File: src/rtl/io_cell_regs.svh
// Register map, field positions, reset values and timing for the io_cell.
// Assumes a 32-bit AXI4-Lite register bus clocked at 100 MHz.
//
// Function
// - Two clock lines per die edge, each with its own programmable polarity.
// - Input storage element works as edge flip-flop or level latch on the pin.
// - Rising-edge line makes its latches low-transparent; falling-edge makes them high.
// - All storage cleared during configuration and while global active-low reset is low.
// - Direct pin value and stored input value are both presented at once.
// - Output buffer fed directly or through a positive-edge output register.
// - Output register clock picks either edge line, each through an invertible buffer.
// - One bit per cell inverts the output data before the buffer.
// - Buffer mode is always on, always off, or under three-state control.
// - Default sense: control high floats the pin, control low drives it.
// - An extra bit inverts the control sense into an active-high enable.
// - First output enabling after configuration always uses the slow rate.
// - After startup each output uses its own fast or slow rate bit.
// - Internal pull-up is enabled by default.
// - Pull-up only acts while the cell is not driving the pin.
`ifndef IO_CELL_REGS_SVH
`define IO_CELL_REGS_SVH

`define CFG_OFF 8'h00
`define CLKPOL_OFF 8'h04
`define STATUS_OFF 8'h08

`define CFG_W 10
`define CFG_RESET 10'h200
`define CLKPOL_RESET 2'h0

`define ST_IN_DIRECT 0
`define ST_IN_STORED 1
`define ST_OUT_STORED 2
`define ST_PIN_OE 3
`define ST_SOFT_START 4
`define ST_SLEW_FAST 5

`define CLK_PERIOD_NS 10
`define SOFT_START_NS 1000
`define SOFT_START_CYCLES ((`SOFT_START_NS + `CLK_PERIOD_NS - 1) / `CLK_PERIOD_NS)

`endif

File: src/rtl/io_cell_pkg.sv
// Types shared by the io_cell design files.
// Field layouts match the bit positions kept in io_cell_regs.svh.
package io_cell_pkg;

    typedef enum logic [1:0] {
        OE_BY_CTRL = 2'b00,
        OE_ON = 2'b01,
        OE_OFF = 2'b10
    } oe_mode_t;

    // Bit 0 is in_latch, bit 9 is pullup_en
    typedef struct packed {
        logic pullup_en;
        logic slew_fast;
        logic tri_invert;
        oe_mode_t oe_mode;
        logic out_invert;
        logic out_clk_sel;
        logic out_registered;
        logic in_clk_sel;
        logic in_latch;
    } cfg_t;

    // Per clock line: edge pulse and latch transparency
    typedef struct packed {
        logic pulse;
        logic transparent;
    } line_evt_t;

    typedef enum logic [1:0] {
        WR_IDLE = 2'b00,
        WR_RESP = 2'b01
    } wr_state_t;

endpackage : io_cell_pkg

File: src/rtl/io_cell.sv
// One configurable I/O cell with an AXI4-Lite configuration port.
// Assumes pin and user inputs are synchronous to aclk; the pin wire is
// resolved outside from pin_out, pin_oe and pull_up_en.
`timescale 1ns/10ps
`include "io_cell_regs.svh"
module io_cell
    import io_cell_pkg::*;
#(
    parameter int SOFT_START_CYCLES = `SOFT_START_CYCLES
)
(
    // Clock and reset
    input wire logic aclk,
    input wire logic aresetn,
    // Device state
    input wire logic chip_reset_n,
    input wire logic config_busy,
    // Die edge clock lines
    input wire logic [1:0] edge_clk_line,
    // Package pin
    input wire logic pin_in,
    output logic pin_out,
    output logic pin_oe,
    output logic pull_up_en,
    output logic slew_fast,
    // Internal user logic side
    input wire logic out_data,
    input wire logic tri_ctrl,
    output logic in_direct,
    output logic in_stored,
    // AXI4-Lite write address
    input wire logic [7:0] s_axi_awaddr,
    input wire logic [2:0] s_axi_awprot,
    input wire logic s_axi_awvalid,
    output logic s_axi_awready,
    // AXI4-Lite write data
    input wire logic [31:0] s_axi_wdata,
    input wire logic [3:0] s_axi_wstrb,
    input wire logic s_axi_wvalid,
    output logic s_axi_wready,
    // AXI4-Lite write response
    output logic [1:0] s_axi_bresp,
    output logic s_axi_bvalid,
    input wire logic s_axi_bready,
    // AXI4-Lite read address
    input wire logic [7:0] s_axi_araddr,
    input wire logic [2:0] s_axi_arprot,
    input wire logic s_axi_arvalid,
    output logic s_axi_arready,
    // AXI4-Lite read data
    output logic [31:0] s_axi_rdata,
    output logic [1:0] s_axi_rresp,
    output logic s_axi_rvalid,
    input wire logic s_axi_rready
);
    localparam logic [1:0] RESP_OKAY = 2'h0;
    localparam logic [1:0] RESP_DECERR = 2'h3;

    // Byte-lane merge, used for both writable registers
    function automatic logic [31:0] merge_lanes(
        input logic [31:0] old_v,
        input logic [31:0] new_v,
        input logic [3:0] strb
    );
        logic [31:0] res;
        res = old_v;
        for (int i = 0; i < 4; i++) begin
            if (strb[i]) begin
                res[i*8 +: 8] = new_v[i*8 +: 8];
            end
        end
        return res;
    endfunction : merge_lanes

    function automatic logic addr_hit(
        input logic [7:0] addr,
        input logic [7:0] off
    );
        return addr[7:2] == off[7:2];
    endfunction : addr_hit

    // Same choice for input and output storage, so one helper
    function automatic line_evt_t pick_line(
        input line_evt_t line0,
        input line_evt_t line1,
        input logic sel
    );
        return sel ? line1 : line0;
    endfunction : pick_line

    // Unmapped offsets answer with a decode error on both channels
    function automatic logic [1:0] resp_code(input logic hit);
        return hit ? RESP_OKAY : RESP_DECERR;
    endfunction : resp_code

    // Configuration state
    cfg_t cfg_q;
    logic [1:0] clkpol_q;

    // Decoded configuration fields, named for the paths they steer
    wire in_latch_mode = cfg_q.in_latch;
    wire out_reg_mode = cfg_q.out_registered;
    wire out_inv = cfg_q.out_invert;
    wire tri_inv = cfg_q.tri_invert;
    wire pullup_cfg = cfg_q.pullup_en;
    wire slew_cfg = cfg_q.slew_fast;

    // Bus state
    wr_state_t wr_state_q;
    logic aw_got_q;
    logic w_got_q;
    logic [7:0] awaddr_q;
    logic [31:0] wdata_q;
    logic [3:0] wstrb_q;
    logic [1:0] bresp_q;
    logic rvalid_q;
    logic [31:0] rdata_q;
    logic [1:0] rresp_q;

    // Cell state
    logic out_q;
    logic soft_start_q;
    logic [15:0] soft_cnt_q;

    // Clock lines
    line_evt_t line_evt [2];
    line_evt_t in_evt;
    line_evt_t out_evt;

    // One edge detector per line; input and output stores choose between them
    for (genvar g = 0; g < 2; g++) begin : g_line
        clock_line_unit u_line (
            .aclk(aclk),
            .aresetn(aresetn),
            .line(edge_clk_line[g]),
            .invert(clkpol_q[g]),
            .evt(line_evt[g])
        );
    end

    assign in_evt = pick_line(line_evt[0], line_evt[1], cfg_q.in_clk_sel);
    assign out_evt = pick_line(line_evt[0], line_evt[1], cfg_q.out_clk_sel);

    // Storage is cleared by configuration or the chip reset pin
    wire clear_stores = config_busy | ~chip_reset_n;

    // Input path
    wire stored_in;

    input_store u_in_store (
        .aclk(aclk),
        .aresetn(aresetn),
        .clear(clear_stores),
        .latch_mode(in_latch_mode),
        .evt(in_evt),
        .d(pin_in),
        .q(stored_in)
    );

    // Both input views at once
    assign in_direct = pin_in;
    assign in_stored = stored_in;

    // Output register on the positive edge of the chosen line;
    // a clear wins over a capture in the same cycle
    always_ff @(posedge aclk) begin
        if (!aresetn || clear_stores) begin
            out_q <= 1'b0;
        end else if (out_evt.pulse) begin
            out_q <= out_data;
        end
    end

    wire out_src = out_reg_mode ? out_q : out_data;
    assign pin_out = out_src ^ out_inv;

    // Control high floats the pin unless sense is inverted
    wire ctrl_enable = tri_inv ? tri_ctrl : ~tri_ctrl;
    logic oe_sel;

    // Open drain needs out_data and tri_ctrl tied together outside
    always_comb begin
        unique case (cfg_q.oe_mode)
            OE_BY_CTRL: oe_sel = ctrl_enable;
            OE_ON: oe_sel = 1'b1;
            OE_OFF: oe_sel = 1'b0;
            default: oe_sel = 1'b0;
        endcase
    end

    // No drive at all while the device is still being configured
    assign pin_oe = oe_sel & ~config_busy;

    // Pull-up yields whenever the cell drives
    assign pull_up_en = pullup_cfg & ~pin_oe;

    // Soft startup: slow edges until outputs have been on for a while,
    // so a bank of outputs turning on together cannot bounce ground.
    // The count only runs while the pin is driven, so a cell that never
    // drives stays slow; the 16-bit counter caps SOFT_START_CYCLES at 65536.
    always_ff @(posedge aclk) begin
        if (!aresetn || config_busy) begin
            soft_start_q <= 1'b1;
            soft_cnt_q <= 16'h0000;
        end else if (soft_start_q && pin_oe) begin
            if (soft_cnt_q == 16'(SOFT_START_CYCLES - 1)) begin
                soft_start_q <= 1'b0;
            end
            soft_cnt_q <= soft_cnt_q + 16'h0001;
        end
    end

    assign slew_fast = slew_cfg & ~soft_start_q;

    // Write channel: address and data may come in either order
    wire aw_take = s_axi_awvalid & s_axi_awready;
    wire w_take = s_axi_wvalid & s_axi_wready;
    wire have_aw = aw_got_q | aw_take;
    wire have_w = w_got_q | w_take;
    wire [7:0] wr_addr = aw_got_q ? awaddr_q : s_axi_awaddr;
    wire [31:0] wr_data = w_got_q ? wdata_q : s_axi_wdata;
    wire [3:0] wr_strb = w_got_q ? wstrb_q : s_axi_wstrb;
    wire do_write = (wr_state_q == WR_IDLE) & have_aw & have_w;
    wire wr_cfg = do_write & addr_hit(wr_addr, `CFG_OFF);
    wire wr_pol = do_write & addr_hit(wr_addr, `CLKPOL_OFF);
    wire wr_stat = do_write & addr_hit(wr_addr, `STATUS_OFF);
    wire wr_hit = wr_cfg | wr_pol | wr_stat;

    assign s_axi_awready = (wr_state_q == WR_IDLE) & ~aw_got_q;
    assign s_axi_wready = (wr_state_q == WR_IDLE) & ~w_got_q;
    assign s_axi_bvalid = (wr_state_q == WR_RESP);
    assign s_axi_bresp = bresp_q;

    // Register images padded to the bus width
    wire [31:0] cfg_word = {22'h000000, cfg_q};
    wire [31:0] pol_word = {30'h00000000, clkpol_q};
    wire [31:0] cfg_new = merge_lanes(cfg_word, wr_data, wr_strb);
    wire [31:0] pol_new = merge_lanes(pol_word, wr_data, wr_strb);

    always_ff @(posedge aclk) begin
        if (!aresetn) begin
            wr_state_q <= WR_IDLE;
            aw_got_q <= 1'b0;
            w_got_q <= 1'b0;
            awaddr_q <= 8'h00;
            wdata_q <= 32'h00000000;
            wstrb_q <= 4'h0;
            bresp_q <= RESP_OKAY;
        end else begin
            unique case (wr_state_q)
                WR_IDLE: begin
                    if (do_write) begin
                        wr_state_q <= WR_RESP;
                        aw_got_q <= 1'b0;
                        w_got_q <= 1'b0;
                        bresp_q <= resp_code(wr_hit);
                    end else begin
                        if (aw_take) begin
                            aw_got_q <= 1'b1;
                            awaddr_q <= s_axi_awaddr;
                        end
                        if (w_take) begin
                            w_got_q <= 1'b1;
                            wdata_q <= s_axi_wdata;
                            wstrb_q <= s_axi_wstrb;
                        end
                    end
                end
                WR_RESP: begin
                    // Hold the answer until the master takes it
                    if (s_axi_bready) begin
                        wr_state_q <= WR_IDLE;
                    end
                end
            endcase
        end
    end

    // Configuration registers; pull-up on out of reset.
    // Writes to STATUS are answered OKAY and dropped.
    always_ff @(posedge aclk) begin
        if (!aresetn) begin
            cfg_q <= cfg_t'(`CFG_RESET);
            clkpol_q <= `CLKPOL_RESET;
        end else begin
            if (wr_cfg) begin
                cfg_q <= cfg_t'(cfg_new[`CFG_W-1:0]);
            end
            if (wr_pol) begin
                clkpol_q <= pol_new[1:0];
            end
        end
    end

    // Status view of the cell
    logic [31:0] status_word;

    always_comb begin
        status_word = 32'h00000000;
        status_word[`ST_IN_DIRECT] = pin_in;
        status_word[`ST_IN_STORED] = stored_in;
        status_word[`ST_OUT_STORED] = out_q;
        status_word[`ST_PIN_OE] = pin_oe;
        status_word[`ST_SOFT_START] = soft_start_q;
        status_word[`ST_SLEW_FAST] = slew_fast;
    end

    // Read channel: one read in flight, answer one cycle after the take.
    // arready drops while an answer waits, so a second read cannot
    // overwrite rdata_q before the master has taken it.
    wire ar_take = s_axi_arvalid & s_axi_arready;
    wire rd_cfg = addr_hit(s_axi_araddr, `CFG_OFF);
    wire rd_pol = addr_hit(s_axi_araddr, `CLKPOL_OFF);
    wire rd_stat = addr_hit(s_axi_araddr, `STATUS_OFF);
    wire rd_hit = rd_cfg | rd_pol | rd_stat;
    wire [31:0] rd_mux = rd_cfg ? cfg_word :
                         rd_pol ? pol_word :
                         rd_stat ? status_word : 32'h00000000;

    assign s_axi_arready = ~rvalid_q;
    assign s_axi_rvalid = rvalid_q;
    assign s_axi_rdata = rdata_q;
    assign s_axi_rresp = rresp_q;

    always_ff @(posedge aclk) begin
        if (!aresetn) begin
            rvalid_q <= 1'b0;
            rdata_q <= 32'h00000000;
            rresp_q <= RESP_OKAY;
        end else if (ar_take) begin
            rvalid_q <= 1'b1;
            rdata_q <= rd_mux;
            rresp_q <= resp_code(rd_hit);
        end else if (s_axi_rready) begin
            rvalid_q <= 1'b0;
        end
    end

endmodule : io_cell

File: src/rtl/clock_line_unit.sv
// One die-edge clock line with programmable polarity.
// Line is sampled as a plain synchronous input of aclk.
`timescale 1ns/10ps
module clock_line_unit
    import io_cell_pkg::*;
(
    // Clock and reset
    input wire logic aclk,
    input wire logic aresetn,
    // Line and polarity
    input wire logic line,
    input wire logic invert,
    // Events for the storage elements
    output line_evt_t evt
);
    logic eff;
    logic prev_q;

    // Polarity lives on the line, so every element on it sees the same sense
    assign eff = line ^ invert;

    always_ff @(posedge aclk) begin
        if (!aresetn) begin
            prev_q <= 1'b0;
        end else begin
            prev_q <= eff;
        end
    end

    assign evt.pulse = eff & ~prev_q;
    assign evt.transparent = ~eff;
endmodule : clock_line_unit

File: src/rtl/input_store.sv
// Input storage element, flip-flop or latch, on the buffered pin value.
// Edges and transparency come from clock_line_unit.
`timescale 1ns/10ps
module input_store
    import io_cell_pkg::*;
(
    // Clock and reset
    input wire logic aclk,
    input wire logic aresetn,
    // Control
    input wire logic clear,
    input wire logic latch_mode,
    input line_evt_t evt,
    // Data
    input wire logic d,
    output logic q
);
    logic q_q;
    logic q_d;

    assign q_d = latch_mode ? (evt.transparent ? d : q_q)
                            : (evt.pulse ? d : q_q);

    always_ff @(posedge aclk) begin
        if (!aresetn) begin
            q_q <= 1'b0;
        end else if (clear) begin
            q_q <= 1'b0;
        end else begin
            q_q <= q_d;
        end
    end

    assign q = q_q;
endmodule : input_store

File: config.mk
export PLATFORM = sky130hd
export DESIGN_NAME = io_cell
export DESIGN_NICKNAME = d
export VERILOG_FILES = /design/src/rtl/io_cell_pkg.sv /design/src/rtl/io_cell.sv /design/src/rtl/clock_line_unit.sv /design/src/rtl/input_store.sv
export VERILOG_INCLUDE_DIRS = /design/src /design/src/rtl
export SDC_FILE = /design/constraint.sdc
export NUM_CORES = 1
export LEC_CHECK = 0
export ABC_AREA = 1
export BUFFER_PORTS_ARGS = -buffer_cell sky130_fd_sc_hd__buf_2
export CORE_MARGIN = 4
export CORE_UTILIZATION = 40
export CTS_BUF_LIST = sky130_fd_sc_hd__clkbuf_8
export DETAILED_ROUTE_END_ITERATION = 7
export HOLD_SLACK_MARGIN = 0.06
export PLACE_DENSITY = 0.64
export SYNTH_ARGS = -nofsm -noshare
export SYNTH_HDL_FRONTEND = slang
export SYNTH_SLANG_ARGS = --single-unit
File: constraint.sdc
create_clock -name aclk -period 1.9 [get_ports aclk]
set_clock_uncertainty 0.2 [all_clocks]
set_input_delay 0.57 -clock aclk [delete_from_list [all_inputs] [get_ports aclk]]
set_output_delay 0.57 -clock aclk [all_outputs]
set_load 0.01 [all_outputs]
==> impl_metrics.prom <==
# TYPE chip_impl_metric gauge
chip_impl_info{name="outcome",value="complete, but fails checks"} 1
chip_impl_info{name="failed_checks",value="negative setup slack"} 1
chip_impl_metric{name="placementRows",unit=""} 34
chip_impl_metric{name="drt_first_iter_violations",unit=""} 151
chip_impl_info{name="regToRegEndpoint",value="clkpol_q[0]"} 1
chip_impl_metric{name="ys_warn_count",unit=""} 0
chip_impl_metric{name="critPathArrivalTime",unit="ps"} 1190
chip_impl_metric{name="h_tree_levels",unit=""} 3
chip_impl_metric{name="clock_sinks",unit=""} 67
chip_impl_metric{name="report.final.slew_viol_count",unit=""} 0
chip_impl_metric{name="cell_count_after_synthesis",unit=""} 545
chip_impl_metric{name="yosys.area_share.adder",unit="%"} 0.344
chip_impl_metric{name="worst_slack",unit="ps"} -55.9
chip_impl_metric{name="final_core_utilization",unit="%"} 48.7
chip_impl_metric{name="fmaxAchievable",unit="GHz"} 0.511
chip_impl_metric{name="cellLeakagePower",unit="nW"} 2.00
chip_impl_metric{name="ys_ff_latch",unit=""} 67
chip_impl_info{name="yosysTopAreaCell",value="dfxtp_1"} 1
chip_impl_metric{name="cts_stage_hold_buffer_count",unit=""} 0
chip_impl_metric{name="design.final.nets",unit=""} 696
chip_impl_metric{name="fillerInstances",unit=""} 909
chip_impl_metric{name="pin_count_of_the_biggest_net_entering_global_routing",unit=""} 32
chip_impl_metric{name="fp.dieArea",unit="sq mm"} 0.0107
chip_impl_metric{name="sequential_cell_area",unit="sq mm"} 0.00135
chip_impl_metric{name="synth_edf_count",unit=""} 0
chip_impl_metric{name="area_of_combinational_cells_with_multiple_inputs",unit="sq mm"} 0.00184
chip_impl_metric{name="number_of_remaining_drc_errors",unit=""} 0
chip_impl_metric{name="cts_buffers",unit=""} 9
chip_impl_metric{name="detail-route-antenna-nets",unit=""} 0
chip_impl_metric{name="finalSetupViolCount",unit=""} 2
chip_impl_metric{name="pre_cts_ws",unit="ps"} -72.5
chip_impl_metric{name="required",unit="ps"} 1130
chip_impl_metric{name="detail_route.wirelength",unit="um"} 8180
chip_impl_metric{name="setup.reg_to_reg.worst_slack",unit="ps"} 250
chip_impl_metric{name="min_period_over_period",unit="%"} 103
chip_impl_info{name="critical_path.endpoint_type",value="output port"} 1
chip_impl_metric{name="area_share_of_xor_xnor_cells_in_the_synthesized_design",unit="%"} 0.963
chip_impl_metric{name="synthesis.area_per_instance",unit="sq um"} 6.68
chip_impl_metric{name="pin_count",unit=""} 119
chip_impl_metric{name="globalRouteTotalUtil",unit="%"} 15.9
chip_impl_info{name="synth_top_family_by_area",value="simple AND/OR/NAND/NOR gates"} 1
chip_impl_info{name="start_kind",value="register"} 1
chip_impl_metric{name="die-height",unit="um"} 103
chip_impl_info{name="yosys-top-cells-area",value="dfxtp_1 (37%), nand2_1 (12%), nor2_1 (8.6%)"} 1
chip_impl_info{name="timing.critical_path.cells",value="inv_2 -> o21ai_2 -> xor2_1 -> buf_2"} 1
chip_impl_metric{name="period_needed",unit="ps"} 1960
chip_impl_info{name="ctsRootBufferMaster",value="clkbuf_8"} 1
chip_impl_metric{name="route.vias.total",unit=""} 3492
chip_impl_metric{name="gp_routability_congestion",unit=""} 0.850
chip_impl_metric{name="timing.max_cap.violations",unit=""} 0
chip_impl_metric{name="die_width",unit="um"} 103
chip_impl_metric{name="seq_area_frac_synth",unit="%"} 36.9
chip_impl_metric{name="final_cells",unit=""} 735
chip_impl_metric{name="async_flop_share",unit="%"} 0
chip_impl_metric{name="clock_transition_time_at_the_flip_flop_clock_pins_of_the_worst_setup_and_hold_paths",unit="ps"} 70
chip_impl_metric{name="vias_in_the_first_global_route",unit=""} 3064
chip_impl_metric{name="first_pass_iters",unit=""} 4
chip_impl_info{name="rsz0062_at_grt",value="yes"} 1
chip_impl_info{name="postSynth.topFlopCell",value="dfxtp_1"} 1
chip_impl_metric{name="fp.coreArea",unit="sq mm"} 0.00881
chip_impl_metric{name="cp_slowest_stage_delay",unit="ps"} 320
chip_impl_metric{name="globalRouteOverflowTotal",unit=""} 0
chip_impl_metric{name="worst_r2r_path_depth",unit=""} 8
chip_impl_metric{name="grt_antenna_before_repair",unit=""} 0
chip_impl_metric{name="vdd_drop_max",unit="V"} 0.000367
chip_impl_metric{name="synth-simple-area-share",unit="%"} 31.1
chip_impl_metric{name="synth.mux.area_fraction",unit="%"} 1.38
chip_impl_info{name="critical_path.reg2reg.startpoint",value="aw_got_q"} 1
chip_impl_metric{name="initial_utilization",unit="%"} 41.3
chip_impl_metric{name="area_growth_syn_to_layout",unit="%"} 17.9
chip_impl_info{name="tritoncts_clock_tree",value="done"} 1
chip_impl_metric{name="count_of_unique_library_cells_instantiated_by_yosys",unit=""} 39
chip_impl_info{name="path_class",value="reg -> out"} 1
chip_impl_metric{name="share_of_cells_above_drive_strength_1",unit="%"} 22.0
chip_impl_metric{name="synth_compound_gate_area_share",unit="%"} 13.9
chip_impl_metric{name="grt_first_pass_wirelength",unit="um"} 13500
chip_impl_metric{name="number_of_buffers_between_clock_root_and_the_deepest_sink",unit=""} 2
chip_impl_metric{name="share_of_yosys_cell_area_claimed_by_the_top_area_cell_type",unit="%"} 36.9
chip_impl_metric{name="critical_path.max_fanout",unit=""} 4
chip_impl_info{name="hold_path_class",value="reg -> reg"} 1
chip_impl_metric{name="powerDensity",unit="mW/mm^2"} 752
chip_impl_metric{name="placed_cells_incl_taps",unit=""} 717
chip_impl_metric{name="placement.io_buffers",unit=""} 62
chip_impl_metric{name="min_path_cells",unit=""} 2
chip_impl_metric{name="n_antenna_cell",unit=""} 0
chip_impl_metric{name="post_synthesis_cell_area",unit="sq mm"} 0.00364
chip_impl_info{name="cpMaxStageDelayCell",value="dfxtp_2"} 1
chip_impl_info{name="holdCritStartpoint",value="awaddr_q[2]"} 1
chip_impl_metric{name="routedWlPerCell",unit="um"} 11.1
chip_impl_metric{name="dpl.hpwl",unit="um"} 6270
chip_impl_metric{name="via_per_inst",unit=""} 4.75
chip_impl_info{name="min_to",value="awaddr_q[2]"} 1
chip_impl_metric{name="clk_latency",unit="ps"} 340
chip_impl_metric{name="final_hold_fails",unit=""} 0
## registers in the layout, summed over array words and instances (netlist names)
signal,count
clkpol_q,2
wstrb_q,2
out_q,1
in_latch_mode,1
soft_cnt_q,16
slew_cfg,1
aw_got_q,1
cfg_q,4
s_axi_rvalid,1
soft_start_q,1
g_line.u_line.prev_q,2
out_reg_mode,1
wr_state_q,1
w_got_q,1
s_axi_bresp,1
pullup_cfg,1
tri_inv,1
wdata_q,10
s_axi_rresp,1
out_inv,1
awaddr_q,6
u_in_store.q,1
s_axi_rdata,10
## cell usage after synthesis, types with 3 or more instances
master / number
nand2_1: 119
nor2_1: 83
dfxtp_1: 67
inv_1: 61
o21ai_0: 49
a21oi_1: 39
buf_4: 27
nand3_1: 25
nand4_1: 15
clkbuf_1: 7
inv_2: 6
nand2_2: 6
mux2i_1: 5
buf_2: 3
buf_6: 3
xor2_1: 3
## critical path: cells and delay by family, from the launching register on
family                 cells  cell delay, ps
AO/OA/AOI/OAI              1             140
XOR/XNOR                   1             180
buffers and inverters      2             210
flip-flops                 1             320
## cell usage in the layout, fill, tap and decap left out, types with 2 or more instances in the layout
| cell type | netlist | layout |
|---|---|---|
| mux2i_1 | 5 | 5 |
| nand3_1 | 25 | 23 |
| inv_2 | 6 | 11 |
| nor2_1 | 83 | 82 |
| conb_1 | 1 | 22 |
| inv_1 | 61 | 58 |
| o21a_1 | 2 | 2 |
| o21ai_2 | 1 | 2 |
| buf_4 | 27 | 25 |
| nand2_2 | 6 | 8 |
| clkbuf_8 | 1 | 11 |
| dfxtp_2 | 0 | 3 |
| xor2_1 | 3 | 3 |
| nand2_1 | 119 | 117 |
| dfxtp_1 | 67 | 64 |
| a21oi_1 | 39 | 39 |
| nor3_1 | 2 | 2 |
| o21ai_1 | 2 | 2 |
| o21ai_0 | 49 | 48 |
| nor2_2 | 2 | 3 |
| nand3_2 | 1 | 3 |
| buf_2 | 3 | 61 |
| nand4_1 | 15 | 15 |
## how the worst max path moves through the flow
stage	startpoint	to	slack [ps]	depth (start not counted)
6_report	out_reg_mode	pin_out	-60	4
5_1_grt	out_reg_mode	pin_out	-90	4
2_1_floorplan	tri_ctrl	pull_up_en	70	6
4_1_cts	out_q	pin_out	-80	4
3_5_place_dp	tri_ctrl	pull_up_en	-70	8
3_3_place_gp	tri_ctrl	pull_up_en	-70	8
## metrics by stage
stage | hold WS (ps) | cell area [sq um] | power (mW) | setup TNS, ps
CTS | 257 | 4280 | 3.26 | -131
detailed placement | 246 | 4040 | 2.07 | -150
floorplan | 229 | 3720 | 1.93 | 0
global placement | 237 | 4040 | 2.06 | -144
finish | 251 | 4290 | 3.23 | -93.8
global route | 275 | 4290 | 3.39 | -178
## what timing repair did
action                     in CTS  in global routing
gates resized for setup        12                  4
pin swaps                       2                  2
setup buffers                   2                  1
setup endpoints to repair       4                  4
## metal layers
metal  up-vias  track usage (%)  share of wire [%]
met4         0             6.67                2.2
li1       1842                -                  -
met2       104             23.9                 42
met5         -                0                  0
met3        16             3.15                6.3
met1      1530             22.3                 49
## final cells by class
cell class	instances	share of cell area, %
timing repair buffer	88	12.2
inverter	67	5.86
sequential	67	31.4
tap	108	3.15
clock buffer	11	3.53
multi-input combinational	390	42.9
clock inverter	4	0.992
## where the power goes
group	internal [mW]	leakage [nW]	switching, mW
Clock	0.659	0.108	0.518
Sequential	1.48	0.549	0.0445
Combinational	0.210	1.34	0.311
Total	2.35	2.00	0.874
## cells by family (layout without fill, tap and decap cells)
group / count (synthesis) / count (layout)
DFF: 67 / 67
other: 1 / 22
muxes: 5 / 5
adders and majority gates: 1 / 1
and+or+nand+nor: 262 / 262
xor gates and xnor gates: 4 / 4
AOI/OAI and AO/OA: 96 / 96
buffers and inverters: 109 / 170
(Power assumes the default switching activity.)
